--- config.mk ---
export PLATFORM = sky130hd
export DESIGN_NAME = opl_panel
export DESIGN_NICKNAME = d
export VERILOG_FILES = /design/src/rtl/opl_pkg.sv /design/src/rtl/opl_debounce.sv /design/src/rtl/opl_panel.sv
export SDC_FILE = /design/constraint.sdc
export NUM_CORES = 1
export LEC_CHECK = 0
export BUFFER_PORTS_ARGS = -buffer_cell sky130_fd_sc_hd__buf_4
export CAP_MARGIN = 20
export CORE_MARGIN = 3
export CORE_UTILIZATION = 57
export DETAILED_ROUTE_END_ITERATION = 12
export PLACE_DENSITY_LB_ADDON = 0.25
export SYNTH_ARGS = -nofsm -noshare
export SYNTH_HDL_FRONTEND = slang
export SYNTH_SLANG_ARGS = --single-unit
--- constraint.sdc ---
create_clock -name MCLK -period 2.45 [get_ports MCLK]
set_input_delay 0.3675 -clock MCLK [delete_from_list [all_inputs] [get_ports MCLK]]
set_output_delay 0.3675 -clock MCLK [all_outputs]
set_load 0.01 [all_outputs]
--- src/rtl/opl_pkg.sv ---
// Constants, enumerations and carrier structs for the operator panel block.
// Assumes a single 100 MHz clock and a 1 ms panel timebase.
package opl_pkg;

	// Clock and timebase
	localparam int CLK_NS   = 10;
	localparam int MS_NS    = 1000000;
	localparam int TICK_NS  = 1000000;
	localparam int TICK_CYC = TICK_NS / CLK_NS;

	// Panel times in milliseconds, then in timebase ticks
	localparam int DEB_MS     = 10;
	localparam int HOLD_MS    = 2000;
	localparam int FAST_MS    = 200;
	localparam int SLOW_MS    = 1400;
	localparam int DEB_TICKS  = DEB_MS * (MS_NS / TICK_NS);
	localparam int HOLD_TICKS = HOLD_MS * (MS_NS / TICK_NS);
	localparam int FAST_HALF  = (FAST_MS * (MS_NS / TICK_NS)) / 2;
	localparam int SLOW_HALF  = (SLOW_MS * (MS_NS / TICK_NS)) / 2;

	// Register map, byte addresses
	localparam int             ADDR_W   = 8;
	localparam logic [7:0]     REG_CTRL = 8'h00;
	localparam logic [7:0]     REG_LOC  = 8'h04;
	localparam logic [7:0]     REG_STAT = 8'h08;
	localparam int             CTRL_LOCK_LSB = 0;
	localparam int             CTRL_DIR_BIT  = 4;
	localparam int             CTRL_MON_LSB  = 5;
	localparam logic [3:0]     LOCK_RST = 4'h0;
	localparam logic [1:0]     RESP_OKAY   = 2'b00;
	localparam logic [1:0]     RESP_SLVERR = 2'b10;

	// Key indices
	localparam int K_MODE = 0;
	localparam int K_SET  = 1;
	localparam int K_RUN  = 2;
	localparam int K_STOP = 3;
	localparam int K_LOC  = 4;
	localparam int K_UP   = 5;
	localparam int K_DOWN = 6;
	localparam int NKEY   = 7;

	typedef enum logic [2:0] {LOC_EXT, LOC_PANEL, LOC_JOG, LOC_NET, LOC_COMB1, LOC_COMB2} opl_loc_t;
	typedef enum logic [1:0] {DISP_MON, DISP_PARAM, DISP_HIST} opl_disp_t;
	typedef enum logic [1:0] {ITEM_FOUT, ITEM_FSET, ITEM_CURR, ITEM_VOLT} opl_item_t;

	typedef struct packed {
		logic running;
		logic reverse;
		logic start_present;
		logic output_stop_input;
		logic restart_dip;
		logic tune_done;
		logic incorrect_setting_alarm;
		logic pm_motor;
		logic test_op;
		logic plc_enable;
		logic fault;
	} opl_core_t;

	typedef struct packed {
		opl_loc_t loc;
		logic     start_fwd;
		logic     start_rev;
		logic     stop;
		logic     trip_reset;
		logic     up;
		logic     down;
		logic     set_confirm;
		logic     stop_warn_clr;
	} opl_cmd_t;

	typedef struct packed {
		logic hz;
		logic amp;
		logic panel_location;
		logic external_location;
		logic network_location;
		logic monitor_lamp;
		logic parameter_lamp;
		logic run;
		logic pm;
		logic plc;
	} opl_lamp_t;

endpackage : opl_pkg

--- src/rtl/opl_debounce.sv ---
// Two-flop synchroniser and debouncer for one panel key.
// Assumes a one-cycle tick enable and an active-high key level.
`timescale 1ns/100ps
module opl_debounce #(
	parameter int DEB = 10
) (
	input  wire logic clk,   // System clock
	input  wire logic rst_n, // Async reset, active low
	input  wire logic pin,   // Raw key level
	input  wire logic tick,  // Timebase enable
	output logic      level  // Debounced key level
);
	typedef struct packed {
		logic       s1;
		logic       s2;
		logic       lvl;
		logic [7:0] cnt;
	} opl_deb_st_t;

	opl_deb_st_t st_q, st_d;

	always_comb begin
		st_d = st_q;
		st_d.s1 = pin;
		st_d.s2 = st_q.s1;
		if (st_q.s2 == st_q.lvl) begin
			st_d.cnt = '0;
		end else if (tick) begin
			if (st_q.cnt == 8'(DEB - 1)) begin
				st_d.lvl = st_q.s2;
				st_d.cnt = '0;
			end else begin
				st_d.cnt = st_q.cnt + 8'h01;
			end
		end
	end

	always_ff @(posedge clk or negedge rst_n) begin
		if (!rst_n) begin
			st_q <= '0;
		end else begin
			st_q <= st_d;
		end
	end

	assign level = st_q.lvl;

endmodule : opl_debounce

--- src/rtl/opl_panel.sv ---
// Operator panel: key decoding, key lock, display mode and lamp drive.
// Assumes status from the control core on MCLK and keys straight from pins.
//
// Notes on behaviour
// - Hz lamp on actual, blinks set
// - A lamp for current, else both dark
// - Location lamps follow location, combined lights two
// - Reset comes up in external location
// - Monitor lamp on monitor screens, parameter lamp
// - Parameter lamp blinks in easy mode
// - Run lamp on forward, slow reverse blink
// - Fast run blink when start inhibited
// - Motor lamp on PM, blinks test
// - Logic lamp on, blinks on fault
// - Two second mode hold toggles key lock
// - Lock setting zero disables key lock
// - Mode plus location key enters easy
// - Mode key advances display mode
// - Location key steps panel, jog, external
// - Location key clears panel stop warning
// - Set confirms, advances monitor while running
// - Run key starts in set direction
// - Stop removes commands, resets on trip
// - Up and down keys adjust value
//
// Our own choices: the AXI4-Lite slave port and the register addresses.
`timescale 1ns/100ps
module opl_panel
	import opl_pkg::*;
#(
	parameter int TICK_CYCLES = TICK_CYC
) (
	input  wire logic                   MCLK,        // System clock
	input  wire logic                   RST_N,       // Async reset
	input  wire logic [NKEY-1:0]        KEY,         // Raw keys, high pressed
	input  wire opl_pkg::opl_core_t     CORE,        // Core status
	output opl_pkg::opl_cmd_t           CMD,         // Commands to core
	output opl_pkg::opl_lamp_t          LAMP,        // Indicator lamps
	input  wire logic [ADDR_W-1:0]      AWADDR,      // Write address
	input  wire logic                   AWVALID,     // Write address valid
	output logic                        AWREADY,     // Write address ready
	input  wire logic [31:0]            WDATA,       // Write data
	input  wire logic [3:0]             WSTRB,       // Write strobes
	input  wire logic                   WVALID,      // Write data valid
	output logic                        WREADY,      // Write data ready
	output logic [1:0]                  BRESP,       // Write response
	output logic                        BVALID,      // Write response valid
	input  wire logic                   BREADY,      // Write response ready
	input  wire logic [ADDR_W-1:0]      ARADDR,      // Read address
	input  wire logic                   ARVALID,     // Read address valid
	output logic                        ARREADY,     // Read address ready
	output logic [31:0]                 RDATA,       // Read data
	output logic [1:0]                  RRESP,       // Read response
	output logic                        RVALID,      // Read data valid
	input  wire logic                   RREADY       // Read data ready
);
	import opl_pkg::*;

	localparam int DW = $clog2(TICK_CYCLES);

	typedef struct packed {
		logic [DW-1:0]     div;
		logic              tick;
		logic [7:0]        fast_cnt;
		logic [10:0]       slow_cnt;
		logic              fast_ph;
		logic              slow_ph;
		logic [11:0]       hold_cnt;
		logic              hold_done;
		logic              locked;
		logic [NKEY-1:0]   prev;
		opl_disp_t         disp;
		logic              easy;
		logic [1:0]        screen;
		opl_loc_t          loc;
		logic [3:0]        lock_set;
		logic              dir;
		opl_item_t         mon_sel;
		opl_cmd_t          cmd;
		opl_lamp_t         lamp;
		logic              aw_have;
		logic [ADDR_W-1:0] aw_addr;
		logic              w_have;
		logic [31:0]       w_data;
		logic              w_strb0;
		logic              bvalid;
		logic [1:0]        bresp;
		logic              rvalid;
		logic [31:0]       rdata;
		logic [1:0]        rresp;
	} opl_st_t;

	opl_st_t         st_q, st_d;
	logic [NKEY-1:0] key_lvl;

	generate
		for (genvar k = 0; k < NKEY; k++) begin : g_key
			opl_debounce #(.DEB(DEB_TICKS)) u_deb (
				.clk   (MCLK),
				.rst_n (RST_N),
				.pin   (KEY[k]),
				.tick  (st_q.tick),
				.level (key_lvl[k])
			);
		end
	endgenerate

	always_comb begin
		logic [NKEY-1:0] press;
		logic            act;
		opl_item_t       item;
		logic [31:0]     ctrl_img;
		logic [31:0]     stat_img;
		logic            aw_fire;
		logic            w_fire;
		st_d = st_q;
		press = '0;
		act = 1'b0;
		item = ITEM_FOUT;
		ctrl_img = '0;
		stat_img = '0;
		aw_fire = AWVALID && !st_q.aw_have && !st_q.bvalid;
		w_fire = WVALID && !st_q.w_have && !st_q.bvalid;

		st_d.tick = 1'b0;
		if (st_q.div == DW'(TICK_CYCLES - 1)) begin
			st_d.div = '0;
			st_d.tick = 1'b1;
		end else begin
			st_d.div = st_q.div + DW'(1);
		end
		if (st_q.tick) begin
			if (st_q.fast_cnt == 8'(FAST_HALF - 1)) begin
				st_d.fast_cnt = '0;
				st_d.fast_ph = !st_q.fast_ph;
			end else begin
				st_d.fast_cnt = st_q.fast_cnt + 8'h01;
			end
			if (st_q.slow_cnt == 11'(SLOW_HALF - 1)) begin
				st_d.slow_cnt = '0;
				st_d.slow_ph = !st_q.slow_ph;
			end else begin
				st_d.slow_cnt = st_q.slow_cnt + 11'h001;
			end
		end

		st_d.prev = key_lvl;
		press = key_lvl & ~st_q.prev;

		if (!key_lvl[K_MODE] || st_q.lock_set == LOCK_RST) begin
			st_d.hold_cnt = '0;
			st_d.hold_done = 1'b0;
		end else if (st_q.tick && !st_q.hold_done) begin
			if (st_q.hold_cnt == 12'(HOLD_TICKS - 1)) begin
				st_d.hold_done = 1'b1;
				st_d.locked = !st_q.locked;
			end else begin
				st_d.hold_cnt = st_q.hold_cnt + 12'h001;
			end
		end
		if (st_q.lock_set == LOCK_RST) begin
			st_d.locked = 1'b0;
		end
		act = !st_q.locked;

		st_d.cmd.start_fwd = 1'b0;
		st_d.cmd.start_rev = 1'b0;
		st_d.cmd.stop = 1'b0;
		st_d.cmd.trip_reset = 1'b0;
		st_d.cmd.up = 1'b0;
		st_d.cmd.down = 1'b0;
		st_d.cmd.set_confirm = 1'b0;
		st_d.cmd.stop_warn_clr = 1'b0;

		if (act) begin
			// mode with location enters easy mode
			if ((press[K_MODE] && key_lvl[K_LOC]) || (press[K_LOC] && key_lvl[K_MODE])) begin
				st_d.easy = 1'b1;
			end else if (press[K_MODE]) begin
				if (st_q.easy) begin
					st_d.easy = 1'b0;
				end else begin
					case (st_q.disp)
						DISP_MON:   st_d.disp = DISP_PARAM;
						DISP_PARAM: st_d.disp = DISP_HIST;
						default:    st_d.disp = DISP_MON;
					endcase
					st_d.screen = '0;
				end
			end else if (press[K_LOC] && !st_q.easy) begin
				case (st_q.loc)
					LOC_PANEL: st_d.loc = LOC_JOG;
					LOC_JOG:   st_d.loc = LOC_EXT;
					default:   st_d.loc = LOC_PANEL;
				endcase
			end
			if (press[K_LOC]) begin
				st_d.cmd.stop_warn_clr = 1'b1;
			end
			if (press[K_SET]) begin
				if (CORE.running && st_q.disp == DISP_MON && !st_q.easy) begin
					st_d.screen = (st_q.screen == 2'd2) ? 2'd0 : st_q.screen + 2'd1;
				end else begin
					st_d.cmd.set_confirm = 1'b1;
				end
			end
			if (press[K_RUN]) begin
				st_d.cmd.start_fwd = !st_q.dir;
				st_d.cmd.start_rev = st_q.dir;
			end
			if (press[K_STOP]) begin
				st_d.cmd.stop = 1'b1;
				st_d.cmd.trip_reset = CORE.fault;
			end
			st_d.cmd.up = press[K_UP];
			st_d.cmd.down = press[K_DOWN];
		end

		case (st_q.screen)
			2'd0:    item = st_q.mon_sel;
			2'd1:    item = ITEM_CURR;
			default: item = ITEM_VOLT;
		endcase

		st_d.lamp.hz = 1'b0;
		st_d.lamp.amp = 1'b0;
		st_d.lamp.monitor_lamp = 1'b0;
		if (st_q.disp == DISP_MON && !st_q.easy) begin
			st_d.lamp.hz = (item == ITEM_FOUT) || (item == ITEM_FSET && st_q.slow_ph);
			st_d.lamp.amp = (item == ITEM_CURR);
			st_d.lamp.monitor_lamp = 1'b1;
		end
		st_d.lamp.parameter_lamp = st_q.easy ? st_q.slow_ph : (st_q.disp == DISP_PARAM);

		st_d.lamp.panel_location = (st_q.loc == LOC_PANEL) || (st_q.loc == LOC_JOG)
			|| (st_q.loc == LOC_COMB1) || (st_q.loc == LOC_COMB2);
		st_d.lamp.external_location = (st_q.loc == LOC_EXT) || (st_q.loc == LOC_COMB1)
			|| (st_q.loc == LOC_COMB2);
		st_d.lamp.network_location = (st_q.loc == LOC_NET);

		if (CORE.start_present && (CORE.output_stop_input || CORE.restart_dip || CORE.tune_done
			|| CORE.incorrect_setting_alarm)) begin
			st_d.lamp.run = st_q.fast_ph;
		end else if (CORE.running) begin
			st_d.lamp.run = CORE.reverse ? st_q.slow_ph : 1'b1;
		end else begin
			st_d.lamp.run = 1'b0;
		end
		st_d.lamp.pm = CORE.test_op ? st_q.slow_ph : CORE.pm_motor;
		st_d.lamp.plc = CORE.plc_enable && (!CORE.fault || st_q.slow_ph);
		st_d.cmd.loc = st_q.loc;

		// Register images
		ctrl_img[CTRL_LOCK_LSB +: 4] = st_q.lock_set;
		ctrl_img[CTRL_DIR_BIT] = st_q.dir;
		ctrl_img[CTRL_MON_LSB +: 2] = st_q.mon_sel;
		stat_img = {24'h000000, st_q.locked, st_q.easy, st_q.screen, st_q.disp, st_q.loc == LOC_EXT,
			st_q.hold_done};

		// Write channel: address and data in either order
		if (aw_fire) begin
			st_d.aw_have = 1'b1;
			st_d.aw_addr = AWADDR;
		end
		if (w_fire) begin
			st_d.w_have = 1'b1;
			st_d.w_data = WDATA;
			st_d.w_strb0 = WSTRB[0];
		end
		if (st_q.aw_have && st_q.w_have && !st_q.bvalid) begin
			st_d.aw_have = 1'b0;
			st_d.w_have = 1'b0;
			st_d.bvalid = 1'b1;
			st_d.bresp = RESP_OKAY;
			case (st_q.aw_addr)
				REG_CTRL: begin
					if (st_q.w_strb0) begin
						st_d.lock_set = st_q.w_data[CTRL_LOCK_LSB +: 4];
						st_d.dir = st_q.w_data[CTRL_DIR_BIT];
						st_d.mon_sel = opl_item_t'(st_q.w_data[CTRL_MON_LSB +: 2]);
					end
				end
				REG_LOC: begin
					if (st_q.w_strb0 && st_q.w_data[2:0] <= 3'(LOC_COMB2)) begin
						st_d.loc = opl_loc_t'(st_q.w_data[2:0]);
					end
				end
				REG_STAT: ;
				default: st_d.bresp = RESP_SLVERR;
			endcase
		end
		if (st_q.bvalid && BREADY) begin
			st_d.bvalid = 1'b0;
		end

		// Read channel
		if (ARVALID && !st_q.rvalid) begin
			st_d.rvalid = 1'b1;
			st_d.rresp = RESP_OKAY;
			case (ARADDR)
				REG_CTRL: st_d.rdata = ctrl_img;
				REG_LOC:  st_d.rdata = {29'h00000000, st_q.loc};
				REG_STAT: st_d.rdata = stat_img;
				default: begin
					st_d.rdata = '0;
					st_d.rresp = RESP_SLVERR;
				end
			endcase
		end else if (st_q.rvalid && RREADY) begin
			st_d.rvalid = 1'b0;
		end
	end

	always_ff @(posedge MCLK or negedge RST_N) begin
		if (!RST_N) begin
			st_q <= '0;
			st_q.loc <= LOC_EXT;
			st_q.lock_set <= LOCK_RST;
		end else begin
			st_q <= st_d;
		end
	end

	assign CMD = st_q.cmd;
	assign LAMP = st_q.lamp;
	assign AWREADY = !st_q.aw_have && !st_q.bvalid;
	assign WREADY = !st_q.w_have && !st_q.bvalid;
	assign BVALID = st_q.bvalid;
	assign BRESP = st_q.bresp;
	assign ARREADY = !st_q.rvalid;
	assign RVALID = st_q.rvalid;
	assign RDATA = st_q.rdata;
	assign RRESP = st_q.rresp;

endmodule : opl_panel

==> results.toml, run 1 <==
[run_status]
status = "finished clean"

[sta]
drv_slew = 0
period_minus_slack_ns = 1.94
clock.fmax_mhz = 514
post-route-period-util_pct = 79.3
setup_slack_ns = 0.506
setup_viol = 0
grt_setup_unrepaired = "false"
setup_tns_ns = 0
skew_ns = 0.00867
final_hold_viol_count = 0
worst_pin_slew_ns = 0.630
slew_headroom_pct = 57.6

[grt]
grt_pass1_vias = 6278
grt_pass1_wl_mm = 30.3
grt_use_total_pct = 20.0
grt_max_degree = 53
antenna_found_initial = 0
grt_overflow = 0

[power]
peakVddDrop_uv = 528
p_sw_w = 0.00177
netSwitchingFraction_pct = 22.4
clkPwrFrac_pct = 43.7
comb_power_share_pct = 9.1
seq_power_share_pct = 47.2
p_leak_nw = 5.13
internal_power_w = 0.00616
power_density_nw_per_um2 = 720

[drt]
drtIter0Drc = 413
drt_first_pass_iters = 4
vias = 6568
route.detailed.drc = 0
vias_per_cell = 5.55
routed_wl_mm = 18.2
postRouteAntennaNets = 0
post_drt_wl_per_cell_um = 15.4

[critical_path]
start_kind = "flop"
critical_path_class = "flop to flop"
critical-path-slowest-cell = "nor4bb_1"
required_ns = 2.82
critPathArrivalTime_ns = 2.31
crit_buf_inv = 2
critical_path.cell_chain = "inv_1, ha_1, nor4bb_1, a211oi_1, buf_2, o211a_1, a221o_1"
endpoint_kind = "flop"
cp_top_family = "compound AO/OA/AOI/OAI gates"
crit_path_max_fanout = 9
slowest_delay_ns = 0.42

[synthesis]
ys_types = 66
syn_avg_cell_area_um2 = 10.9
synth_edf_count = 0
synthTopCellsByCount = "dfrtp_1 (203), nand2_1 (68), buf_4 (57)"
yosysMostFrequentCell = "dfrtp_1"
synthFlopType = "dfrtp_1"
postSynthRegisterBits = 203
syn-cell-area_um2 = 9550
yosysSeqAreaShare_pct = 53.2
synthTopCellsByArea = "dfrtp_1 (53%), buf_4 (4.5%), mux2_2 (4.0%)"
synthCells = 876
synth_top_area_cell = "dfrtp_1"
yosys_warnings = 0
netlist.area_leader.share_pct = 53.2
async_flop_share_pct = 100

[layout]
multi_input_area_um2 = 3960
area_growth_pct = 15.5
drive_gt1_share_pct = 19.3
ff_latch_area_um2 = 5080
nFillCells = 1261
stdcell_area_um2 = 11000
fin_util_pct = 68.4
antenna_cells = 0
nNetsFinal = 1048

[floorplanning]
die-area_um2 = 18300
std_cell_rows = 46
fp.dieH_um = 135
io_pins = 139
die_w_um = 135
coreArea_um2 = 16100
start_util_pct = 59.2

[clock_tree]
cts_tree = "built"
clk_latency_ns = 0.49
clockBufferDepth = 3
numCtsBuffers = 22
cts_resized = 0
htree_levels = 1
ctsRootBufferMaster = "clkbuf_16"
clk_pin_slew_ns = 0.06
cts_sinks = 203

[place]
pre_cts_slack_ns = 0.0981
placedInstanceArea_um2 = 10100
hpwl_mm = 12.3
place.gp.congestion = 0.829
portBuffers = 84

[worst_hold_path]
hp-class = "input pin to flop"

[flow_run]
maxCapViolations = 0
## cell families (layout without fill, tap and decap cells)
group,count (synthesis),after routing,synth area share [%]
simple gates,305,305,17.6
flops,203,203,53.2
compound gates,150,150,10.4
buf+inv,101,167,6.29
xor+xnor,54,54,4.95
mux,44,44,5.14
fa+ha+maj,18,18,2.36
other cells,1,26,0.0393
## final timing paths
kind	from	endpoint	slack (ns)	cells past startpoint
max in group asynchronous	RST_N	g_key[1].u_deb.st_q[0]$_DFFE_PN0P_	1.35	3
worst max register to register	g_key[4].u_deb.st_q[1]$_DFFE_PN0P_	g_key[4].u_deb.st_q[7]$_DFFE_PN0P_	0.51	7
min in group asynchronous	RST_N	st_q[155]$_DFFE_PN0P_	0.40	2
worst min-delay path	BREADY	BVALID$_DFFE_PN0P_	0.05	2
worst max-delay path	g_key[4].u_deb.st_q[1]$_DFFE_PN0P_	g_key[4].u_deb.st_q[7]$_DFFE_PN0P_	0.51	7
worst min register to register	g_key[2].u_deb.st_d[9]$_DFF_PN0_	g_key[2].u_deb.st_q[9]$_DFF_PN0_	0.35	0
## worst register-to-register path, cell delays in order, from the launching register on
cell,delay (ns)
dfrtp_1,0.39
inv_1,0.08
ha_1,0.14
nor4bb_1,0.42
a211oi_1,0.19
buf_2,0.22
o211a_1,0.12
a221o_1,0.25
## power groups by stage
stage,clock [W],sequential (W),combinational [W]
after floorplan,0,0.00375,0.000496
after global placement,0,0.00379,0.000694
after detailed placement,0,0.00380,0.000716
after CTS,0.00356,0.00374,0.000733
after global routing,0.00370,0.00377,0.000802
final,0.00347,0.00374,0.000720
## state kept, by name (all words and copies together), names as in the netlist, 3 cells and up
register           count
RDATA                  8
LAMP                  10
CMD                   11
g_key.u_deb.st_q      63
st_d                   3
g_key.u_deb.level      7
g_key.u_deb.st_d       7
st_q                  90
## layout by cell type (no fill, tap or decap), types with 9 or more instances in the layout
master,Yosys,layout
dfrtp_1,203,203
buf_4,57,90
nand2_1,68,68
nor2_1,48,48
nand3_1,39,39
mux2_2,34,34
o21ai_0,33,33
a21oi_1,31,31
nand2b_1,27,27
a31oi_1,27,27
xnor2_1,27,27
xor2_1,27,27
conb_1,1,26
clkbuf_16,0,23
inv_1,21,21
nor3_1,21,21
and3_1,21,21
ha_1,18,18
nand4_1,14,14
clkbuf_8,0,11
a221o_1,9,9
## layout make-up
type / count / share of cell area (%)
inverters: 22 / 0.749
repair buffers: 107 / 7.64
well taps: 216 / 2.45
clock inverters: 4 / 0.636
flip-flops and latches: 203 / 46.1
clock buffers: 34 / 6.50
multi-input cells: 597 / 35.9
## per-layer routing
metal  vias to the layer above  GRT usage (%)  wire length (µm)
met4                         0           5.10               376
met3                        33           2.90               649
li1                       3200              -                 -
met1                      3212           27.4              8240
met5                         -              0                 0
met2                       123           33.8              8940
## what timing repair did
action / in CTS / in global routing
buffers inserted: 0 / 0
endpoints found under the setup margin: 0 / 0
hold endpoints to repair: 55 / 0
hold buffers: 8 / 0
## per-stage QoR
| stage | hold WS, ns | instances | total power (W) |
|---|---|---|---|
| finish | 0.0535 | 1183 | 0.00793 |
| global route | 0.0474 | 1183 | 0.00828 |
| CTS | 0.0394 | 1177 | 0.00803 |
| detailed placement | 0.335 | 1131 | 0.00452 |
| global placement | 0.333 | 1131 | 0.00448 |
| floorplan | 0.0719 | 901 | 0.00425 |
Power figures use the tool's default switching activity.
==> run 2, diff against run 1 <==
==> constraint.sdc (replaced) <==
create_clock -name MCLK -period 2 [get_ports MCLK]
set_input_delay 0.3 -clock MCLK [delete_from_list [all_inputs] [get_ports MCLK]]
set_output_delay 0.3 -clock MCLK [all_outputs]
set_load 0.01 [all_outputs]
==> run 2 against run 1 <==
  * Clock-buffer cell count decreased by 2
  * Sequential cell count unchanged
  * Critical path depth decreased by 1
  * Power increased by 22%
  * Critical path type unchanged
==> results.toml, run 2 (same netlist as run 1, synthesis figures left out) <==
[run_status]
status = "finished clean"

[critical_path]
required_ns = 2.37
start_kind = "flop"
critical-path-slowest-cell = "nor4b_1"
r2r-start = "g_key[2].u_deb.st_q[1]$_DFFE_PN0P_"
endpoint_kind = "flop"
critical_path_class = "flop to flop"
cp.depth = 6
critPathArrivalTime_ns = 2.27
r2r_end = "g_key[2].u_deb.st_q[7]$_DFFE_PN0P_"
critical_path.cell_chain = "inv_1, ha_1, nor4b_1, a211oi_2, o211a_1, a221o_1"
cp_top_family = "compound AO/OA/AOI/OAI gates"
crit_buf_inv = 1
crit_path_max_fanout = 11
slowest_delay_ns = 0.45
r2r_slack_ns = 0.1
reg2regPathDepth = 6

[flow_run]
maxCapViolations = 0

[power]
power_density_nw_per_um2 = 862
internal_power_w = 0.00748
seq_power_share_pct = 47.5
p_sw_w = 0.00216
p_leak_nw = 5.21
netSwitchingFraction_pct = 22.4
peakVddDrop_uv = 796
clkPwrFrac_pct = 43.3
comb_power_share_pct = 9.2

[grt]
grt_overflow = 0
antenna_found_initial = 0
grt_use_total_pct = 20.0
grt_pass1_vias = 6442
grt_max_degree = 47
grt_pass1_wl_mm = 30.6

[drt]
vias_per_cell = 5.60
route.detailed.drc = 0
wl_met1_mm = 8.09
routed_wl_mm = 18.2
post_drt_wl_per_cell_um = 15.1
met3_length_um = 741
top_layer_used = "met4"
drtIter0Drc = 446
wl_met2_mm = 9.02
drt_first_pass_iters = 5
postRouteAntennaNets = 0
vias = 6737

[place]
dp.cells = 1147
pre_cts_slack_ns = -0.278
hpwl_mm = 12.6
placedInstanceArea_um2 = 10300
portBuffers = 84
place.gp.congestion = 0.833

[floorplanning]
fp.dieH_um = 135
start_util_pct = 59.2
die_w_um = 135
coreArea_um2 = 16100
die-area_um2 = 18300
io_pins = 139
std_cell_rows = 46

[sta]
drv_slew = 0
slew_headroom_pct = 53.5
worst_pin_slew_ns = 0.696
setup_slack_ns = 0.0969
clock.fmax_mhz = 525
final_hold_viol_count = 0
whs_ns = 0.0427
post-route-period-util_pct = 95.2
period_minus_slack_ns = 1.90
setup_viol = 0
skew_ns = 0.00792
grt_setup_unrepaired = "false"

[layout]
layout_common_cells = "dfrtp_1 (203), buf_4 (109), nand2_1 (68)"
ff_latch_area_um2 = 5080
regMostFlops = "st_q"
multi_input_area_um2 = 3990
fin_cells = 1202
largest_register_ff_count = 90
stdcell_area_um2 = 11200
drive_gt1_share_pct = 20.7
antenna_cells = 0
fin_util_pct = 69.5
nNetsFinal = 1067
layout_commonest_cell = "dfrtp_1"
nFillCells = 1195
area_growth_pct = 17.3

[worst_hold_path]
min_path_cells = 2
hp-start = "WDATA[3]"
hold_end = "st_q[42]$_DFFE_PN0P_"
hp-class = "input pin to flop"

[clock_tree]
numCtsBuffers = 23
cts_tree = "built"
ctsRootBufferMaster = "clkbuf_16"
htree_levels = 1
clockBufferDepth = 3
cts_sinks = 203
clk_latency_ns = 0.49
clk_pin_slew_ns = 0.05
-- run 2: power by group through the flow --
stage	clock network (W)	logic, W	registers (W)
2_1_floorplan	0	0.000607	0.00460
3_3_place_gp	0	0.000858	0.00464
3_5_place_dp	0	0.000879	0.00466
4_1_cts	0.00428	0.000902	0.00458
5_1_grt	0.00447	0.000991	0.00462
6_report	0.00418	0.000886	0.00458
-- run 2: stage by stage --
stage / setup TNS [ns] / power [W]
2_1_floorplan: 0 / 0.00520
3_3_place_gp: -0.894 / 0.00550
3_5_place_dp: -4.26 / 0.00553
4_1_cts: 0 / 0.00976
5_1_grt: 0 / 0.0101
6_report: 0 / 0.00965
-- run 2: layout make-up --
| type | count | area share [%] |
|---|---|---|
| multi-input combinational | 597 | 35.6 |
| clock buffer | 32 | 5.80 |
| sequential | 203 | 45.4 |
| tap | 216 | 2.41 |
| timing repair buffer | 125 | 9.04 |
| clock inverter | 7 | 0.984 |
| inverter | 22 | 0.738 |
-- run 2: routing by layer --
layer	global-route usage, %	vias to the layer above
met5	0	-
met3	3.31	24
met2	33.1	141
met1	27.9	3328
met4	4.65	0
li1	-	3244
-- run 2: worst max-delay path by stage --
| stage | from | endpoint |
|---|---|---|
| final | g_key[2].u_deb.st_q[1]$_DFFE_PN0P_ | g_key[2].u_deb.st_q[7]$_DFFE_PN0P_ |
| after global routing | g_key[2].u_deb.st_q[1]$_DFFE_PN0P_ | g_key[2].u_deb.st_q[7]$_DFFE_PN0P_ |
| after CTS | g_key[4].u_deb.st_q[1]$_DFFE_PN0P_ | g_key[4].u_deb.st_q[5]$_DFFE_PN0P_ |
| after detailed placement | g_key[4].u_deb.st_q[1]$_DFFE_PN0P_ | g_key[4].u_deb.st_q[5]$_DFFE_PN0P_ |
| after global placement | g_key[3].u_deb.st_q[1]$_DFFE_PN0P_ | g_key[3].u_deb.st_q[6]$_DFFE_PN0P_ |
| after floorplan | st_q[77]$_DFFE_PN0P_ | st_d[99]$_DFF_PN0_ |
-- run 2: timing repair --
action | in CTS | in global routing
endpoints found under the hold margin | 51 | 0
resized for setup | 6 | 0
pin swaps | 0 | 2
cloned | 0 | 0
hold buffers | 12 | 0
buffers inserted | 0 | 4
endpoints found under the setup margin | 48 | 4
-- run 2: worst reg2reg max path: cells and delay by family (launching register included) --
family	cells	cell delay [ns]
DFF	1	0.38
buffers and inverters	1	0.07
and+or+nand+nor	1	0.45
adders and majority gates	1	0.13
AOI/OAI and AO/OA	3	0.75
==> run 3, diff against run 2 <==
--- a/config.mk
+++ b/config.mk
@@ -10,7 +10,8 @@
 export CORE_MARGIN = 3
 export CORE_UTILIZATION = 57
 export DETAILED_ROUTE_END_ITERATION = 12
-export PLACE_DENSITY_LB_ADDON = 0.25
+export PLACE_DENSITY = 0.8
+export RECOVER_POWER = 50
 export SYNTH_ARGS = -nofsm -noshare
 export SYNTH_HDL_FRONTEND = slang
 export SYNTH_SLANG_ARGS = --single-unit
==> run 3 against run 2 <==
  * Core utilization is 0.81 points lower
  * Sequential cell count unchanged
  * Power decreased by 3.7%
  * Non-clock buffer count fell by 7
  * Clock-buffer cell count up 1
  * Global-route usage up 0.063 points
  * Sequential power about the same
  * Register-to-register slack better by 0.02 ns
  * Die area is the same
  * Final cell count down 0.58%
  * Clock skew up 0.00068 ns
  * Cell area fell by 1.2%
  * Largest cell class unchanged
  * Largest power group unchanged
==> results.toml, run 3 (same netlist as run 1, synthesis figures left out) <==
[run_status]
status = "finished clean"

[layout]
antenna_cells = 0
layout_commonest_cell = "dfrtp_1"
largest_register_ff_count = 90
area_growth_pct = 15.9
layout_common_cells = "dfrtp_1 (203), buf_4 (93), nand2_1 (68)"
fin_cells = 1195
nNetsFinal = 1059
regMostFlops = "st_q"
drive_gt1_share_pct = 20.1

[drt]
drt_first_pass_iters = 4
drtIter0Drc = 320
vias_per_cell = 5.61
vias = 6709
post_drt_wl_per_cell_um = 15.2
route.detailed.drc = 0
postRouteAntennaNets = 0
routed_wl_mm = 18.2

[clock_tree]
numCtsBuffers = 22
clk_latency_ns = 0.49
cts_tree = "built"
clockBufferDepth = 3
ctsRootBufferMaster = "clkbuf_16"
clk_pin_slew_ns = 0.06
cts_sinks = 203
htree_levels = 1
cts_setup_buffers = 0

[grt]
grt_pass1_wl_mm = 30.8
grt_use_total_pct = 20.0
grt_pass1_vias = 6574
grt_max_degree = 63
antenna_found_initial = 0
grt_overflow = 0

[critical_path]
start_kind = "flop"
crit_buf_inv = 1
crit_path_max_fanout = 42
critical_path_class = "flop to flop"
critical_path.cell_chain = "buf_4, nor2b_1, o41a_1, a21oi_1, a31o_2"
slowest_delay_ns = 0.39
cp_top_family = "compound AO/OA/AOI/OAI gates"
critPathArrivalTime_ns = 2.26
r2r_slack_ns = 0.12
r2r-start = "st_q[159]$_DFF_PN0_"
critical-path-slowest-cell = "buf_4"
endpoint_kind = "flop"
reg2regPathDepth = 5
r2r_end = "st_q[128]$_DFFE_PN0P_"
required_ns = 2.38

[sta]
drv_slew = 0
setup_viol = 0
setup_tns_ns = 0
slew_headroom_pct = 9.36
final_hold_viol_count = 0
post-route-period-util_pct = 94.2
grt_setup_unrepaired = "false"
period_minus_slack_ns = 1.88
worst_pin_slew_ns = 1.36
clock.fmax_mhz = 531
skew_ns = 0.00860

[floorplanning]
io_pins = 139
fp.dieH_um = 135
start_util_pct = 59.2
die_w_um = 135
std_cell_rows = 46
die-area_um2 = 18300
coreArea_um2 = 16100

[worst_hold_path]
hp-class = "input pin to flop"
min_path_cells = 2
hp-start = "AWADDR[6]"
hold_end = "st_q[78]$_DFFE_PN0P_"

[power]
power_density_nw_per_um2 = 840
peakVddDrop_uv = 610
p_leak_nw = 5.12

[place]
portBuffers = 84
dp.cells = 1144
place.gp.congestion = 0.818
hpwl_mm = 12.5

[flow_run]
maxCapViolations = 0
[run 3: cell count changes in the layout (fill, tap and decap cells not counted), sizes merged]
| cell | change |
|---|---|
| clkbuf | +10 |
| bufinv | -3 |
| clkinvlp | +1 |
| buf | -16 |
| clkinv | +1 |
[run 3: area by class of cell]
cell class                 instances  area, µm²
sequential                       203       5080
inverter                          22       82.6
multi-input combinational        597       4020
clock buffer                      33        663
tap                              216        270
fill                            1192       5050
timing repair buffer             118        918
clock inverter                     6       32.5
[run 3: layer usage]
layer | GRT usage, % | wire length [µm] | vias to the layer above
met5 | 0 | 0 | -
met1 | 26.1 | 7850 | 3317
met2 | 35.9 | 9370 | 136
met3 | 2.71 | 744 | 25
met4 | 4.37 | 251 | 0
li1 | - | - | 3231
[run 3: worst reg2reg max path, stage by stage, from the launching register on]
cell and delay, ns:
dfrtp_1 0.37, buf_4 0.39, nor2b_1 0.35, o41a_1 0.34
a21oi_1 0.11, a31o_2 0.22
[run 3: what timing repair did]
action | in CTS | in global routing
gates resized for setup | 5 | 5
endpoints found under the setup margin | 40 | 5
hold buffers | 12 | 0
hold endpoints to repair | 68 | 0
[run 3: worst max path at each step]
stage,startpoint,endpoint,slack [ns],cells past startpoint
2_1_floorplan,st_q[77]$_DFFE_PN0P_,st_d[99]$_DFF_PN0_,0.25,4
3_3_place_gp,g_key[2].u_deb.st_q[1]$_DFFE_PN0P_,g_key[2].u_deb.st_q[5]$_DFFE_PN0P_,-0.06,6
3_5_place_dp,g_key[2].u_deb.st_q[1]$_DFFE_PN0P_,g_key[2].u_deb.st_q[5]$_DFFE_PN0P_,-0.16,6
4_1_cts,st_q[77]$_DFFE_PN0P_,st_d[100]$_DFF_PN0_,0.11,4
5_1_grt,g_key[5].u_deb.st_q[1]$_DFFE_PN0P_,g_key[5].u_deb.st_q[7]$_DFFE_PN0P_,0.001,6
6_report,st_q[159]$_DFF_PN0_,st_q[128]$_DFFE_PN0P_,0.12,5
[run 3: metrics by stage]
step / power [W] / util [%] / setup slack [ns] / hold WS (ns) / cell area (µm²)
2_1_floorplan: 0.00520 / - / 0.246 / 0.00441 / 9640
3_3_place_gp: 0.00549 / 63.4 / -0.0592 / 0.322 / 10200
3_5_place_dp: 0.00553 / 63.4 / -0.160 / 0.321 / 10200
4_1_cts: 0.00941 / 68.6 / 0.112 / 0.0228 / 11100
5_1_grt: 0.00969 / 68.7 / 0.00125 / 0.0285 / 11100
6_report: 0.00929 / 68.7 / 0.117 / 0.0371 / 11100
[run 3: report_power, final]
group          leakage (nW)  internal [W]  switching [W]  total (W)
Combinational          2.05      0.000458       0.000419   0.000877
Sequential             2.72       0.00438       0.000198    0.00458
Clock                 0.345       0.00228        0.00155    0.00384
Total                  5.12       0.00712        0.00217    0.00929
